`src/inc/frc_pkg.sv`:
```
/*
  Shared constants, state codes and symbol helpers for the five-line remote
  frame codec. Assumes a single 10 MHz system clock drives both codec halves.
*/
package frc_pkg;

  // Frame layout.
  localparam int FN_W = 5;
  localparam int PRE_SYMS = 6;
  localparam int PAR_SYM = 6;
  localparam int POL_SYM = 7;
  localparam int DATA_SYM = 8;
  localparam int FRAME_SYMS = 13;
  localparam int SYM_BITS = 3;
  localparam int FRAME_BITS = FRAME_SYMS * SYM_BITS;
  localparam logic [5:0] LAST_BIT = 6'h26;
  localparam logic [5:0] PRE_BITS = 6'h12;
  localparam logic [1:0] SYM_LAST = 2'h2;

  // Symbol patterns, sent most significant bit first.
  localparam logic [2:0] SYM_PRE = 3'h5;
  localparam logic [2:0] SYM_ACT = 3'h4;
  localparam logic [2:0] SYM_INACT = 3'h6;

  // Timing: one frame lasts the oscillator period times 64 times 33.
  localparam int OSC_DIV = 64;
  localparam int RATE_DIV = 33;
  localparam logic [11:0] FRAME_CLKS = 12'(OSC_DIV * RATE_DIV);
  localparam logic [7:0] BIT_CLKS = 8'h20;
  localparam logic [7:0] BIT_MIN = 8'h04;
  localparam logic [7:0] BIT_MAX = 8'hff;
  localparam logic [3:0] TAIL_FRAMES = 4'hf;

  // Reset values.
  localparam logic [4:0] DATA_RST = 5'h00;
  localparam logic [38:0] FRAME_RST = 39'h0;

  typedef enum logic [0:0] {
    FRC_ES_IDLE = 1'b0,
    FRC_ES_SEND = 1'b1
  } frc_enc_st_t;

  typedef enum logic [2:0] {
    FRC_DS_STANDBY = 3'b000,
    FRC_DS_MEASURE = 3'b001,
    FRC_DS_SAMPLE = 3'b010,
    FRC_DS_WAITRISE = 3'b011,
    FRC_DS_CHECK = 3'b100,
    FRC_DS_PUSH = 3'b101
  } frc_dec_st_t;

  function automatic logic [2:0] frc_sym_enc(input logic b);
    return b ? SYM_ACT : SYM_INACT;
  endfunction

  // Returns {valid, value} for a data or control symbol.
  function automatic logic [1:0] frc_sym_dec(input logic [2:0] s);
    return (s == SYM_ACT) ? 2'h3 : ((s == SYM_INACT) ? 2'h2 : 2'h0);
  endfunction

  function automatic logic [38:0] frc_frame_bits(input logic [4:0] d, input logic pol);
    logic [38:0] f;
    f = {{PRE_SYMS{SYM_PRE}}, frc_sym_enc(^d), frc_sym_enc(pol), 15'h0};
    for (int i = 0; i < FN_W; i++)
    begin
      f[14 - 3 * i -: 3] = frc_sym_enc(d[i]);
    end
    return f;
  endfunction

endpackage

```
`src/inc/frc_stream_if.sv`:
```
/*
  Valid/ready word carrier between the codec core and its output buffer.
  Assumes both ends run on the same clock.
*/
`timescale 1ns/1ps
interface frc_stream_if;
  logic valid;
  logic ready;
  logic [4:0] data;
  modport src (output valid, output data, input ready);
  modport snk (input valid, input data, output ready);
endinterface

```
`src/hw/frc_codec.sv`:
```
/*
  Five-line remote frame encoder and decoder with a two-entry output buffer.
  Assumes function inputs and the received serial line are synchronous to sys_clk.
*/
`timescale 1ns/1ps
// Summary of operation
// (RULE1) Frame: six preamble symbols, parity, polarity, then data symbols in order.
// (RULE2) Parity symbol carries even parity over the five data bits.
// (RULE3) Polarity symbol alternates positive and negative from frame to frame.
// (RULE4) Five data symbols, line zero first, line four last.
// (RULE5) Preamble symbol is sent as 101.
// (RULE6) Active symbol is sent as 100.
// (RULE7) Inactive symbol is sent as 110.
// (RULE8) Any active input enables the oscillator and power amplifier.
// (RULE9) Frames repeat back to back while any input stays active.
// (RULE10) After all inputs drop, send fifteen all-zero frames, then stop.
// (RULE11) Activity on the serial input wakes the decoder to check a frame.
// (RULE12) After reset the decoder waits in standby.
// (RULE13) Preamble or symbol error discards the frame and returns to standby.
// (RULE14) A good frame's five bits are stored and compared with the previous.
// (RULE15) Outputs update only after two consecutive equal good frames.
// (RULE16) Output pairs one-zero and three-two are never active together.
// (RULE17) Frame rate is the clock divided by 64 then by 33.
// (RULE18) Decoder measures received bit width and samples in step with it.
// (RULE19) Active input sends active symbol, inactive sends inactive; decoder maps back.
// (RULE20) Parity mismatch rejects the frame as a symbol error.
module frc_codec (
  // Clock and reset.
  input wire logic sys_clk,
  input wire logic resetn,
  // Encoder function lines and radio side.
  input wire logic [4:0] fn_in,
  output logic radio_tx_output,
  output logic tx_enable,
  // Decoder serial input and decoded lines.
  input wire logic rx_din,
  output logic [4:0] dec_out,
  // Decoded word stream.
  output logic word_valid,
  output logic [4:0] word_data,
  input wire logic word_ready
);

  typedef struct packed {
    frc_pkg::frc_enc_st_t est;
    logic [11:0] fc;
    logic [7:0] bt;
    logic [5:0] ebi;
    logic [1:0] esb;
    logic [38:0] esh;
    logic tx;
    logic txen;
    logic pol;
    logic gap;
    logic [3:0] tail;
    frc_pkg::frc_dec_st_t dst;
    logic din_q;
    logic [7:0] w;
    logic [7:0] ph;
    logic [5:0] bc;
    logic [1:0] sbit;
    logic [38:0] dsh;
    logic [4:0] prev;
    logic prev_ok;
    logic [4:0] pend;
    logic [4:0] dout;
  } frc_top_state_t;

  frc_top_state_t q;
  frc_top_state_t d;
  logic frame_ok;
  logic [4:0] frame_data;
  logic rise;
  logic pop;

  frc_stream_if push_s ();
  frc_stream_if pop_s ();

  frc_buf u_buf (
    .sys_clk(sys_clk),
    .resetn(resetn),
    .in_s(push_s.snk),
    .out_s(pop_s.src)
  );

  assign push_s.valid = (q.dst == frc_pkg::FRC_DS_PUSH);
  assign push_s.data = q.pend;
  assign word_valid = pop_s.valid;
  assign word_data = pop_s.data;
  assign pop_s.ready = word_ready;
  assign pop = pop_s.valid && word_ready;
  assign radio_tx_output = q.tx;
  assign tx_enable = q.txen;
  assign dec_out = q.dout;
  assign rise = rx_din && !q.din_q;

  // Checks the collected frame and extracts its data bits.
  always_comb
  begin
    logic [1:0] sd;
    sd = 2'h0;
    frame_ok = 1'b1;
    frame_data = frc_pkg::DATA_RST;
    for (int i = 0; i < frc_pkg::PRE_SYMS; i++)
    begin
      if (q.dsh[38 - 3 * i -: 3] != frc_pkg::SYM_PRE)
      begin
        frame_ok = 1'b0; // [RULE13]
      end
    end
    for (int i = 0; i < frc_pkg::FN_W; i++)
    begin
      sd = frc_pkg::frc_sym_dec(q.dsh[38 - 3 * (frc_pkg::DATA_SYM + i) -: 3]);
      frame_data[i] = sd[0]; // [RULE4] [RULE19]
      frame_ok = frame_ok && sd[1]; // [RULE13]
    end
    sd = frc_pkg::frc_sym_dec(q.dsh[38 - 3 * frc_pkg::POL_SYM -: 3]);
    frame_ok = frame_ok && sd[1];
    sd = frc_pkg::frc_sym_dec(q.dsh[38 - 3 * frc_pkg::PAR_SYM -: 3]);
    frame_ok = frame_ok && sd[1] && (sd[0] == ^frame_data); // [RULE20]
  end

  always_comb
  begin
    logic start;
    logic [4:0] sdata;
    logic [38:0] fb;
    start = 1'b0;
    sdata = frc_pkg::DATA_RST;
    fb = frc_pkg::FRAME_RST;
    d = q;
    d.din_q = rx_din;
    // Encoder.
    unique case (q.est)
      frc_pkg::FRC_ES_IDLE:
      begin
        if (|fn_in)
        begin
          start = 1'b1; // [RULE8]
          sdata = fn_in;
          d.tail = 4'h0;
        end
      end
      frc_pkg::FRC_ES_SEND:
      begin
        d.fc = q.fc + 12'h1;
        if (q.fc == frc_pkg::FRAME_CLKS - 12'h1)
        begin
          if (|fn_in)
          begin
            start = 1'b1; // [RULE9]
            sdata = fn_in;
            d.tail = 4'h0;
          end
          else if (q.tail < frc_pkg::TAIL_FRAMES)
          begin
            start = 1'b1; // [RULE10]
            d.tail = q.tail + 4'h1;
          end
          else
          begin
            d.est = frc_pkg::FRC_ES_IDLE; // [RULE10]
            d.txen = 1'b0;
            d.tx = 1'b0;
          end
        end
        else if (!q.gap)
        begin
          d.bt = q.bt + 8'h1;
          if (q.bt == frc_pkg::BIT_CLKS - 8'h1)
          begin
            d.bt = 8'h0;
            if (q.ebi == frc_pkg::LAST_BIT)
            begin
              d.gap = 1'b1; // [RULE17]
              d.tx = 1'b0;
            end
            else
            begin
              d.ebi = q.ebi + 6'h1;
              d.esb = (q.esb == frc_pkg::SYM_LAST) ? 2'h0 : q.esb + 2'h1;
              d.tx = q.esh[38];
              d.esh = {q.esh[37:0], 1'b0};
            end
          end
        end
      end
    endcase
    if (start)
    begin
      fb = frc_pkg::frc_frame_bits(sdata, ~q.pol); // [RULE1] [RULE2] [RULE3]
      d.est = frc_pkg::FRC_ES_SEND;
      d.txen = 1'b1;
      d.pol = ~q.pol;
      d.fc = 12'h0;
      d.bt = 8'h0;
      d.ebi = 6'h0;
      d.esb = 2'h0;
      d.gap = 1'b0;
      d.tx = fb[38];
      d.esh = {fb[37:0], 1'b0};
    end
    // Decoder.
    unique case (q.dst)
      frc_pkg::FRC_DS_STANDBY:
      begin
        if (rise)
        begin
          d.dst = frc_pkg::FRC_DS_MEASURE; // [RULE11]
          d.w = 8'h1;
        end
      end
      frc_pkg::FRC_DS_MEASURE:
      begin
        if (!rx_din)
        begin
          if (q.w < frc_pkg::BIT_MIN)
          begin
            d.dst = frc_pkg::FRC_DS_STANDBY;
          end
          else
          begin
            d.dst = frc_pkg::FRC_DS_SAMPLE;
            d.ph = q.w >> 1; // [RULE18]
            d.dsh = 39'h1;
            d.bc = 6'h1;
            d.sbit = 2'h1;
          end
        end
        else if (q.w == frc_pkg::BIT_MAX)
        begin
          d.dst = frc_pkg::FRC_DS_STANDBY;
        end
        else
        begin
          d.w = q.w + 8'h1;
        end
      end
      frc_pkg::FRC_DS_SAMPLE:
      begin
        d.ph = q.ph - 8'h1;
        if (q.ph == 8'h0)
        begin
          d.dsh = {q.dsh[37:0], rx_din};
          d.bc = q.bc + 6'h1;
          d.sbit = q.sbit + 2'h1;
          d.ph = q.w - 8'h1; // [RULE18]
          if (q.bc == frc_pkg::LAST_BIT)
          begin
            d.dst = frc_pkg::FRC_DS_CHECK;
          end
          else if (q.sbit == frc_pkg::SYM_LAST)
          begin
            // A symbol that ends high has no rise at its boundary, so timing runs on.
            d.sbit = 2'h0; // [RULE18]
            if (!rx_din)
            begin
              d.dst = frc_pkg::FRC_DS_WAITRISE;
              d.ph = 8'h0;
            end
          end
        end
      end
      frc_pkg::FRC_DS_WAITRISE:
      begin
        d.ph = q.ph + 8'h1;
        if (rise)
        begin
          d.dst = frc_pkg::FRC_DS_SAMPLE;
          d.ph = q.w >> 1; // [RULE18]
          d.sbit = 2'h0;
        end
        else if (q.ph == q.w)
        begin
          d.dst = frc_pkg::FRC_DS_STANDBY; // [RULE13]
          d.prev_ok = 1'b0;
        end
      end
      frc_pkg::FRC_DS_CHECK:
      begin
        d.dst = frc_pkg::FRC_DS_STANDBY; // [RULE13]
        d.prev_ok = frame_ok;
        if (frame_ok)
        begin
          d.prev = frame_data; // [RULE14]
          if (q.prev_ok && (q.prev == frame_data))
          begin
            d.dst = frc_pkg::FRC_DS_PUSH; // [RULE15]
            d.pend = frame_data[1:0] != 2'h0 ? {frame_data[4], 2'h0, frame_data[1:0]} :
              frame_data; // [RULE16]
          end
        end
      end
      frc_pkg::FRC_DS_PUSH:
      begin
        if (push_s.ready)
        begin
          d.dst = frc_pkg::FRC_DS_STANDBY; // [RULE15]
        end
      end
      default:
      begin
        d.dst = frc_pkg::FRC_DS_STANDBY;
      end
    endcase
    if (pop)
    begin
      d.dout = pop_s.data; // [RULE15]
    end
  end

  always_ff @(posedge sys_clk)
  begin
    if (!resetn)
    begin
      q <= '0; // [RULE12]
    end
    else
    begin
      q <= d;
    end
  end

  property p_pre;
    @(posedge sys_clk) disable iff (!resetn)
    (q.est == frc_pkg::FRC_ES_SEND && !q.gap && q.ebi < frc_pkg::PRE_BITS)
      |-> (q.tx == frc_pkg::SYM_PRE[frc_pkg::SYM_LAST - q.esb]);
  endproperty
  a_pre: assert property (p_pre) else $error("Preamble bit wrong."); // [RULE1] [RULE5]

  property p_sym_shape;
    @(posedge sys_clk) disable iff (!resetn)
    (q.est == frc_pkg::FRC_ES_SEND && !q.gap && q.ebi >= frc_pkg::PRE_BITS)
      |-> (q.esb == 2'h0 ? q.tx : (q.esb == 2'h2 ? !q.tx : 1'b1));
  endproperty
  a_sym_shape: assert property (p_sym_shape) else $error("Symbol shape wrong."); // [RULE6] [RULE7]

  property p_txen;
    @(posedge sys_clk) disable iff (!resetn)
    (q.est == frc_pkg::FRC_ES_IDLE && |fn_in) |=> (tx_enable && radio_tx_output);
  endproperty
  a_txen: assert property (p_txen) else $error("Transmitter not enabled."); // [RULE8]

  property p_pol;
    @(posedge sys_clk) disable iff (!resetn)
    (q.est == frc_pkg::FRC_ES_SEND && q.fc == frc_pkg::FRAME_CLKS - 12'h1 && |fn_in)
      |=> (q.pol != $past(q.pol) && q.fc == 12'h0);
  endproperty
  a_pol: assert property (p_pol) else $error("Polarity did not alternate."); // [RULE3] [RULE9]

  property p_tail;
    @(posedge sys_clk) disable iff (!resetn)
    (q.fc == frc_pkg::FRAME_CLKS - 12'h1 && q.tail == frc_pkg::TAIL_FRAMES && fn_in == 5'h00)
      |=> (!tx_enable && !radio_tx_output);
  endproperty
  a_tail: assert property (p_tail) else $error("Encoder did not stop after tail."); // [RULE10]

  property p_gap;
    @(posedge sys_clk) disable iff (!resetn)
    (q.est == frc_pkg::FRC_ES_SEND && q.fc == frc_pkg::FRAME_CLKS - 12'h1) |-> q.gap;
  endproperty
  a_gap: assert property (p_gap) else $error("Frame overran its period."); // [RULE17]

  property p_wake;
    @(posedge sys_clk) disable iff (!resetn)
    (q.dst == frc_pkg::FRC_DS_STANDBY && rise) |=> (q.dst == frc_pkg::FRC_DS_MEASURE);
  endproperty
  a_wake: assert property (p_wake) else $error("Decoder did not wake."); // [RULE11]

  property p_reject;
    @(posedge sys_clk) disable iff (!resetn)
    (q.dst == frc_pkg::FRC_DS_CHECK && !frame_ok)
      |=> (q.dst == frc_pkg::FRC_DS_STANDBY && !q.prev_ok);
  endproperty
  a_reject: assert property (p_reject) else $error("Bad frame not dropped."); // [RULE13] [RULE20]

  property p_confirm;
    @(posedge sys_clk) disable iff (!resetn)
    (q.dst == frc_pkg::FRC_DS_CHECK && frame_ok && q.prev_ok && q.prev == frame_data)
      |=> (word_valid || push_s.valid) [*2];
  endproperty
  a_confirm: assert property (p_confirm) else $error("Confirmed frame not delivered."); // [RULE15]

  property p_excl;
    @(posedge sys_clk) disable iff (!resetn)
    !((|dec_out[1:0]) && (|dec_out[3:2]));
  endproperty
  a_excl: assert property (p_excl) else $error("Exclusive output pairs both active."); // [RULE16]

  property p_sync;
    @(posedge sys_clk) disable iff (!resetn)
    (q.dst == frc_pkg::FRC_DS_MEASURE && !rx_din && q.w >= frc_pkg::BIT_MIN)
      |=> (q.ph == ($past(q.w) >> 1) && q.dst == frc_pkg::FRC_DS_SAMPLE);
  endproperty
  a_sync: assert property (p_sync) else $error("Sampling not aligned to bit width."); // [RULE18]

endmodule

```
`src/hw/frc_buf.sv`:
```
/*
  Two-entry word buffer with valid and ready on both sides.
  Assumes a synchronous active-low reset on the system clock.
*/
`timescale 1ns/1ps
module frc_buf (
  // Clock and reset.
  input wire logic sys_clk,
  input wire logic resetn,
  // Filling side.
  frc_stream_if.snk in_s,
  // Draining side.
  frc_stream_if.src out_s
);

  typedef struct packed {
    logic [1:0][4:0] mem;
    logic wp;
    logic rp;
    logic [1:0] cnt;
  } frc_buf_state_t;

  frc_buf_state_t q;
  frc_buf_state_t d;
  logic push;
  logic pop;

  assign in_s.ready = (q.cnt != 2'h2);
  assign out_s.valid = (q.cnt != 2'h0);
  assign out_s.data = q.mem[q.rp];
  assign push = in_s.valid && in_s.ready;
  assign pop = out_s.valid && out_s.ready;

  always_comb
  begin
    d = q;
    if (push)
    begin
      d.mem[q.wp] = in_s.data;
      d.wp = ~q.wp;
    end
    if (pop)
    begin
      d.rp = ~q.rp;
    end
    d.cnt = q.cnt + {1'b0, push} - {1'b0, pop};
  end

  always_ff @(posedge sys_clk)
  begin
    if (!resetn)
    begin
      q <= '0;
    end
    else
    begin
      q <= d;
    end
  end

  property p_buf_hold;
    @(posedge sys_clk) disable iff (!resetn)
    (out_s.valid && !out_s.ready) |=> (out_s.valid && $stable(out_s.data));
  endproperty
  a_buf_hold: assert property (p_buf_hold) else $error("Buffered word changed while stalled.");

endmodule

```
`config.mk`:
```
export PLATFORM = sky130hd
export DESIGN_NAME = frc_codec
export DESIGN_NICKNAME = d
export VERILOG_FILES = /design/src/inc/frc_pkg.sv /design/src/inc/frc_stream_if.sv /design/src/hw/frc_codec.sv /design/src/hw/frc_buf.sv
export SDC_FILE = /design/constraint.sdc
export NUM_CORES = 1
export LEC_CHECK = 0
export BUFFER_PORTS_ARGS = -buffer_cell sky130_fd_sc_hd__buf_2
export CORE_MARGIN = 2
export CORE_UTILIZATION = 45
export DETAILED_ROUTE_END_ITERATION = 12
export GPL_TIMING_DRIVEN = 0
export PLACE_DENSITY = 0.68
export SYNTH_ARGS = -nofsm -noshare
export SYNTH_HDL_FRONTEND = slang
export SYNTH_SLANG_ARGS = --single-unit
```
`constraint.sdc`:
```
create_clock -name sys_clk -period 3.4 [get_ports sys_clk]
set_input_delay 0.34 -clock sys_clk [delete_from_list [all_inputs] [get_ports sys_clk]]
set_output_delay 0.34 -clock sys_clk [all_outputs]
set_load 0.02 [all_outputs]
```
[Yosys cells after proc, flatten, opt, wreduce, memory -nomap -nowiden]
Index checks and enable logic that the tools add are counted.
Storage, ports and cells
  bits in registers: 172
  output and inout port bits: 13
  input port bits: 9
Operators by class
  mux-type cells: 99
  eq/ne operators: 61
  reduce and logical (&&, ||, !) cells: 45
  bitwise logic cells: 8
  $lt $le $gt $ge: 5
  add/subtract/negate cells: 13
Operators by type and width (number)
  $mux 55: 4
  $mux 56: 2
  $pmux 39 s2: 1
  $mux 72: 1
  $mux 70: 1
  $mux 2: 28
  $mux 8: 7
  $eq 3x3->1 const B: 16
  $mux 47: 1
  $mux 3: 12
  $ne 3x3->1 const B: 10
  $mux 5: 5
  $add 8x1->8 const B: 3
  $ne 2x2->1 const B: 12
  $pmux 8 s3: 1
  $mux 1: 21
  $mux 4: 5
  $reduce_and 5->1: 4
  $pmux 3 s6: 1
  $pmux 8 s2: 1
  $reduce_bool 2->1: 8
  $sub 8x1->8 const B: 2
  $reduce_and 3->1: 5
  $logic_and 1x1->1: 13
  other kinds (41): 67

[Longest topological paths before layout]
Gate-level depths: netlist (run 1).
  depth in word-level cells: 17
  gate-level depth with buffers: 10
  depth with buffers taken out: 8

[Cells and area by module]
A second synthesis (run 1) with hierarchy kept.
Second synthesis, totals
  cell total of the unflattened synthesis: 910
  area, all modules: 7973.9 um^2
By module, submodules not included
  frc_codec: area each 7312.0 um^2, cells each 843, times used 1, sequential area each 3103.0 um^2
  frc_buf: area each 661.9 um^2, cells each 67, times used 1, sequential area each 280.3 um^2

[Worst setup path before layout (run 1)]
OpenSTA, ideal clock, no wires.
  kind: reg2reg
  start point: reg q[63] (netlist bit)
  end point: reg q[66] (netlist bit)
  required time: 3.278 ns
  arrival: 2.222 ns
  path slack: 1.056 ns
  cell stages (with the launch flop): 10
  period minus slack after synthesis: 2.344 ns
  cells stage by stage: dfxtp_1 > clkbuf_1 > inv_1 > ha_1 > or3b_2 > o21ai_1 > nor3_1 > mux4_2 > nor4_1 > nor2_1
On the way
  longest elaborated chain between the ends: 3
  elaborated cells between the ends (all ways): 6
  those cells by class: add/sub (2); mux (3); reduce/logical (1)
RTL lines
  from (decl): line frc_codec.sv:69  | frc_top_state_t q;
  from (signal assigned): line frc_codec.sv:316  | q <= '0;
  from (signal assigned): line frc_codec.sv:320  | q <= d;
  $add 8x1->8 (tied with other cells): line frc_codec.sv:266  | d.ph = q.ph + 8'h1;
  $mux 8 or $mux 55 (tied branches): line frc_codec.sv:267, frc_codec.sv:242
  $pmux 8 s3 *: line frc_codec.sv:204  | unique case (q.dst)
Mark *: on every way between the ends. The rest lies on a longest branch, timed or not. The select of a mux whose other input is x is not followed.
A chain may end at the register's enable or synchronous reset.

[Worst setup path after layout (run 1)]
  start point: reg q[63] (netlist bit)
  end point: reg q[67] (netlist bit)
The elaborated chain is that of the path after synthesis.

==> impl_results.md, run 1 <==
* Run status: completed
* CTS hold repair buffers at 0
* Worst Hold Depth at 4
* CP Launch Type: register
* Clk sinks at 169
* Critical path's top delay family: simple AND/OR/NAND/NOR gates
* Max IR drop VDD at 0.3423 mV
* Final net count at roughly 1,000
* Sw power at 1.075 mW
* P&R area growth vs syn at 11.98%
* WS Path Type: register to register
* CTS clk-pin slew, worst paths at 0.07 ns
* Post-route ant nets at 0
* DRT Pass-1 Iters at 5
* Vias in the first global route at 6,407
* Worst EP required at 3.74 ns
* Rel. slew slack at 35.28%
* Startpoint of the worst-slack reg-to-reg timing path: q[63]
* Post-synth top cells: dfxtp_1, nor2_1, nand2_1, a21oi_1, nand3_1
* Reg power frac at 48.2%
* Clock buffer depth at 2
* Die W at 137.6 µm
* Gr ovfl total at 0
* Post-synthesis cell area at about 0.008 mm²
* Die height at 137.6 µm
* Worst setup EP type: register
* CTS buffer count at 17
* Yosys top cell area share at 42.12%
* Vias per Instance at 5.541
* Achievable Freq at approximately 350 MHz
* PwrDens at 472.9 mW/mm²
* Row count at between 40 and 50
* Share of cells above drive strength 1 at between 10% and 20%
* H-tree depth at 4
* CP arrival at 3.17 ns
* Hold EP: q[99]
* Final core utilization at 51.82%
* Min-delay worst type: input port to register
* Fillers at approximately 1,700
* Most common cell in the netlist: dfxtp_1
* CP peak stage delay at roughly 0.66 ns
* CTS root buf: clkbuf_16
* Antenna diodes at 0
* Port Buffer Count at 20
* Routability cong. at 0.9115
* Wire per inst at 15.34 µm
* First-pass GRT wire length at 31,450 µm
* Period utilisation layout at 83.25%
* # Post-CTS Setup Buffers at 0
* Critical path cell sequence: clkbuf_1, inv_1, ha_1, nor3b_1, and3_1, buf_2, nand2_1, o22ai_1, a21oi_1, a21oi_1
* Hold path start: fn_in[2]
* CP max stage cell: nor3b_1
* Starting density of the core at 46.27%
* Largest net degree at the start of global routing at 17
* Clock power frac at 44.9%
* DIE AREA at 0.01893 mm²
* Most frequent CP cell: a21oi_1
* Ys Warns at 0
* Post_cts resized at 0
* Setup Viol. Count Final at 0
* Leakage power at 3.265 nW
* Synth area leaders: dfxtp_1, nor2_1, a21oi_1
* Sequential area share after synthesis at roughly 42%
* GR Util All Layers at 20.87%
* Setup_tns at 0 ns
* RSZ-0062 raised after global routing: false
* Setup slack, reg-to-reg at about 0.57 ns
* DRC errors left at 0
* Area leader, netlist: dfxtp_1
* # IOs at 22
* Unique masters post-synth at 73
* Final slew viol count at 0
* Buffers & Inverters on Critical Path at 3
* Sw frac at 25.27%
* Worst skew pair latency at 0.43 ns
* Post-synthesis net count at 954
* Internal Power at roughly 3.2 mW
* Reg-to-reg endpoint: q[67]
* Hold Fails Final Rpt at 0
* Final setup skew at 0.01133 ns
* Placed instance area at 0.008413 mm²
* Core Region at about 0.017 mm²
* Gate Count Post-Synth at 931
* CTS tree: done
* Max Cap Violations at 0
* EDFF count, synth at 0
* Comb power frac at 6.9%
* Min Tclk post-route at 2.830 ns
* #FFs+latches synth at 169
* Initial DRC count at 468
* Finished Cell Area at 0.008994 mm²
* Synth Area per Inst at 8.627 µm²
* Final HPWL DP at 12,890 µm
* Initial antenna violation count at 0
* Main synth FF type: dfxtp_1
* Ys async rst share at 0%
* Final wirelength at around 19,000 µm
* Crit path max fanout at 10
* Total number of vias at 6,693
* Slew @ Worst Pin at 0.9687 ns
* R2R cell count at 10
-- cells by family after synthesis --
family | count (synthesis) | synth area share [%]
muxes | 36 | 4.892
buffers and inverters | 95 | 5.250
adders and majority gates | 14 | 2.181
xor gates and xnor gates | 68 | 7.415
and+or+nand+nor | 379 | 23.17
AOI/OAI and AO/OA | 170 | 14.97
DFF | 169 | 42.12
-- worst min-delay path: stages --
cell and delay [ns]:
buf_2 0.12, inv_1 0.05, a222oi_1 0.05, nor2_1 0.08
-- power by group through the flow --
stage / registers [mW] / clock network [mW] / logic, mW
2_1_floorplan: 2.09 / 0 / 0.211
3_3_place_gp: 2.09 / 0 / 0.288
3_5_place_dp: 2.09 / 0 / 0.291
4_1_cts: 2.05 / 1.94 / 0.294
5_1_grt: 2.05 / 2.02 / 0.328
6_report: 2.05 / 1.91 / 0.294
-- how the worst max path moves through the flow --
stage | start | endpoint | slack, ns | depth (start not counted)
2_1_floorplan | q[63] | q[66] | 1.06 | 9
3_3_place_gp | q[146] | q[114] | 0.68 | 9
3_5_place_dp | q[146] | q[120] | 0.63 | 9
4_1_cts | q[146] | q[120] | 0.61 | 9
5_1_grt | q[146] | q[114] | 0.25 | 9
6_report | q[63] | q[67] | 0.57 | 10
-- stage by stage --
step                worst slack, ns  hold WS [ns]  std cells  power, mW
floorplan                     1.056        0.4321        931      2.299
global placement             0.6778        0.4385       1176      2.380
detailed placement           0.6293        0.4428       1176      2.384
CTS                          0.6052        0.2349       1208      4.282
global route                 0.2533        0.2555       1208      4.404
finish                       0.5696        0.2397       1208      4.253
-- routing by layer --
layer	track usage, %	share of wire [%]	vias to the layer above
li1	-	-	3353
met1	28.17	48	3155
met2	34.02	46	164
met3	4.010	5.0	21
met4	5.956	1.2	0
met5	0	0	-
-- layout by cell type (no fill, tap or decap), types with 8 or more instances in the layout --
cell type | netlist | routed
nor4_1 | 8 | 8
nor3_1 | 9 | 9
clkbuf_16 | 0 | 17
ha_1 | 14 | 14
mux2i_1 | 28 | 28
o21ai_0 | 20 | 20
nand4_1 | 20 | 20
nand3_1 | 59 | 59
xnor2_1 | 33 | 33
buf_2 | 14 | 34
nor3b_1 | 10 | 10
a21oi_1 | 70 | 70
dfxtp_1 | 169 | 169
a221oi_1 | 10 | 10
xor2_1 | 35 | 35
nand2_1 | 89 | 89
clkbuf_1 | 47 | 48
and3_1 | 11 | 11
nor2_1 | 127 | 127
a221oi_2 | 11 | 11
inv_1 | 23 | 23
-- flip-flops by register name (all words and copies together), names as in the netlist --
register         count
dec_out              5
push_s.data          5
q                  143
radio_tx_output      1
tx_enable            1
u_buf.q             14
-- final cells by class --
cell class / count / area [µm²] / area share, %
sequential: 169 / 3383 / 37.62
multi-input combinational: 667 / 4227 / 46.99
buffer: 72 / 335.3 / 3.728
inverter: 23 / 86.33 / 0.9599
clock inverter: 13 / 137.6 / 1.530
timing repair buffer: 20 / 100.1 / 1.113
clock buffer: 19 / 442.9 / 4.925
tap: 225 / 281.5 / 3.130
No activity file was read; power rests on OpenSTA's default activity.
==> run 2, diff against run 1 <==
clock period = 2.9 ns   (was 3.4 ns; I/O delays follow)
==> impl_results.md, run 2 (synthesis gave the netlist of run 1 again) <==
* Post_cts resized at 0
* # IOs at 22
* Core Region at around 0.017 mm²
* CTS tree: done
* Routability cong. at 0.9115
* Die W at 137.6 µm
* Post-route ant nets at 0
* CP Launch Type: register
* Vias in the first global route at 6,407
* CTS root buf: clkbuf_16
* Most common cell after layout, fill and taps aside: dfxtp_1
* Period utilisation layout at 95.17%
* Final net count at 993
* Detail Route met2 WL at 8540 µm
* DR WL met3 at approximately 910 µm
* Worst setup EP type: register
* Power, Total at 4.984 mW
* Final hold slack at 0.1923 ns
* Share of cells above drive strength 1 at between 10% and 20%
* # Post-CTS Setup Buffers at 0
* Leakage power at 3.280 nW
* WS Path Type: register to register
* Clk sinks at 169
* Row count at 48
* Setup_tns at 0 ns
* Max FFs per register at ~140
* Min-delay worst type: input port to register
* Placed instance area at 0.008413 mm²
* Worst skew pair latency at roughly 0.43 ns
* Max IR drop VDD at approximately 0.4 mV
* Total number of vias at 6,709
* Final slew viol count at 0
* CTS clk-pin slew, worst paths at 0.07 ns
* Top flop regs: q (143), u_buf.q (14)
* CTS buffer count at 17
* Finished Cell Area at ~0.0090 mm²
* Port Buffer Count at 20
* Die height at 137.6 µm
* Max Cap Violations at 0
* Setup Viol. Count Final at 0
* DRC errors left at 0
* Worst EP required at 3.20 ns
* Crit path max fanout at 7
* DIE AREA at ~0.019 mm²
* Final setup skew at approximately 0.015 ns
* Min Tclk post-route at 2.760 ns
* RSZ-0062 raised after global routing: false
* DRT Pass-1 Iters at 5
* Antenna diodes at 0
* Starting density of the core at between 40% and 50%
* First-pass GRT wire length at 31,450 µm
* Clock buffer depth at 2
* H-tree depth at 4
* Most frequent cells in the layout: dfxtp_1, nor2_1, nand2_1
* Slew @ Worst Pin at 1.015 ns
* CP arrival at roughly 3.1 ns
* Worst Hold Depth at 4
* Initial antenna violation count at 0
* Rel. slew slack at between 30% and 40%
* Initial DRC count at 439
* Wire per inst at 15.29 µm
* R2R cell count at 9
* Run status: completed
* P&R area growth vs syn at 12.15%
* Hold Fails Final Rpt at 0
* Biggest register: q
* GR Util All Layers at around a fifth
* Max Used Layer: met4
* Gr ovfl total at 0
* CTS hold repair buffers at 0
* PwrDens at 553.3 mW/mm²
* Largest net degree at the start of global routing at 17
* Vias per Instance at roughly 5.6
* Final wirelength at 18,480 µm
* Metal-1 WL at slightly below 9000 µm
* Achievable Freq at 362.3 MHz
* Final HPWL DP at 12,890 µm
run 2: changes by cell type in the layout (fill, tap and decap cells not counted):
cell,previous run,this run
clkbuf_1,48,45
nor3b_1,10,8
nor3b_2,0,2
clkbuf_2,1,4
run 2: routing by layer:
layer  vias up  GRT usage (%)
met2       162          34.02
met3        24          4.010
met5         -              0
li1       3357              -
met4         0          5.956
met1      3166          28.17
run 2: critical path, cell delays in order (launching register included):
cell      delay (ns)
dfxtp_1         0.31
clkbuf_1        0.19
inv_1           0.11
ha_1            0.21
or3b_2          0.50
o21ai_1         0.30
nor3_1          0.08
mux4_2          0.46
nor4_1          0.39
nor2_1          0.08
run 2: per-stage QoR:
stage / util, % / std cells / setup WS (ns)
finish: 51.90 / 1208 / 0.1401
global route: 51.90 / 1208 / 0.02095
CTS: 51.82 / 1208 / 0.1052
detailed placement: 48.47 / 1176 / 0.1293
global placement: 48.47 / 1176 / 0.1778
floorplan: - / 931 / 0.5556
run 2: layout make-up:
class / instances / area, µm²
fill: 1655 / 8349
multi-input combinational: 667 / 4237
sequential: 169 / 3383
clock buffer: 19 / 442.9
buffer: 72 / 339.1
tap: 225 / 281.5
clock inverter: 13 / 137.6
timing repair buffer: 20 / 100.1
inverter: 23 / 86.33
run 2: final timing paths:
check / from / endpoint / slack [ns]
min: fn_in[2] / q[99] / 0.19
max reg2reg: q[63] / q[66] / 0.14
min reg2reg: u_buf.q[10] / u_buf.q[10] / 0.45
max: q[63] / q[66] / 0.14
run 2: where the power goes:
part	total, mW	internal, mW	switching (mW)
Combinational	0.346	0.128	0.218
Clock	2.24	1.23	1.00
Sequential	2.40	2.37	0.0358
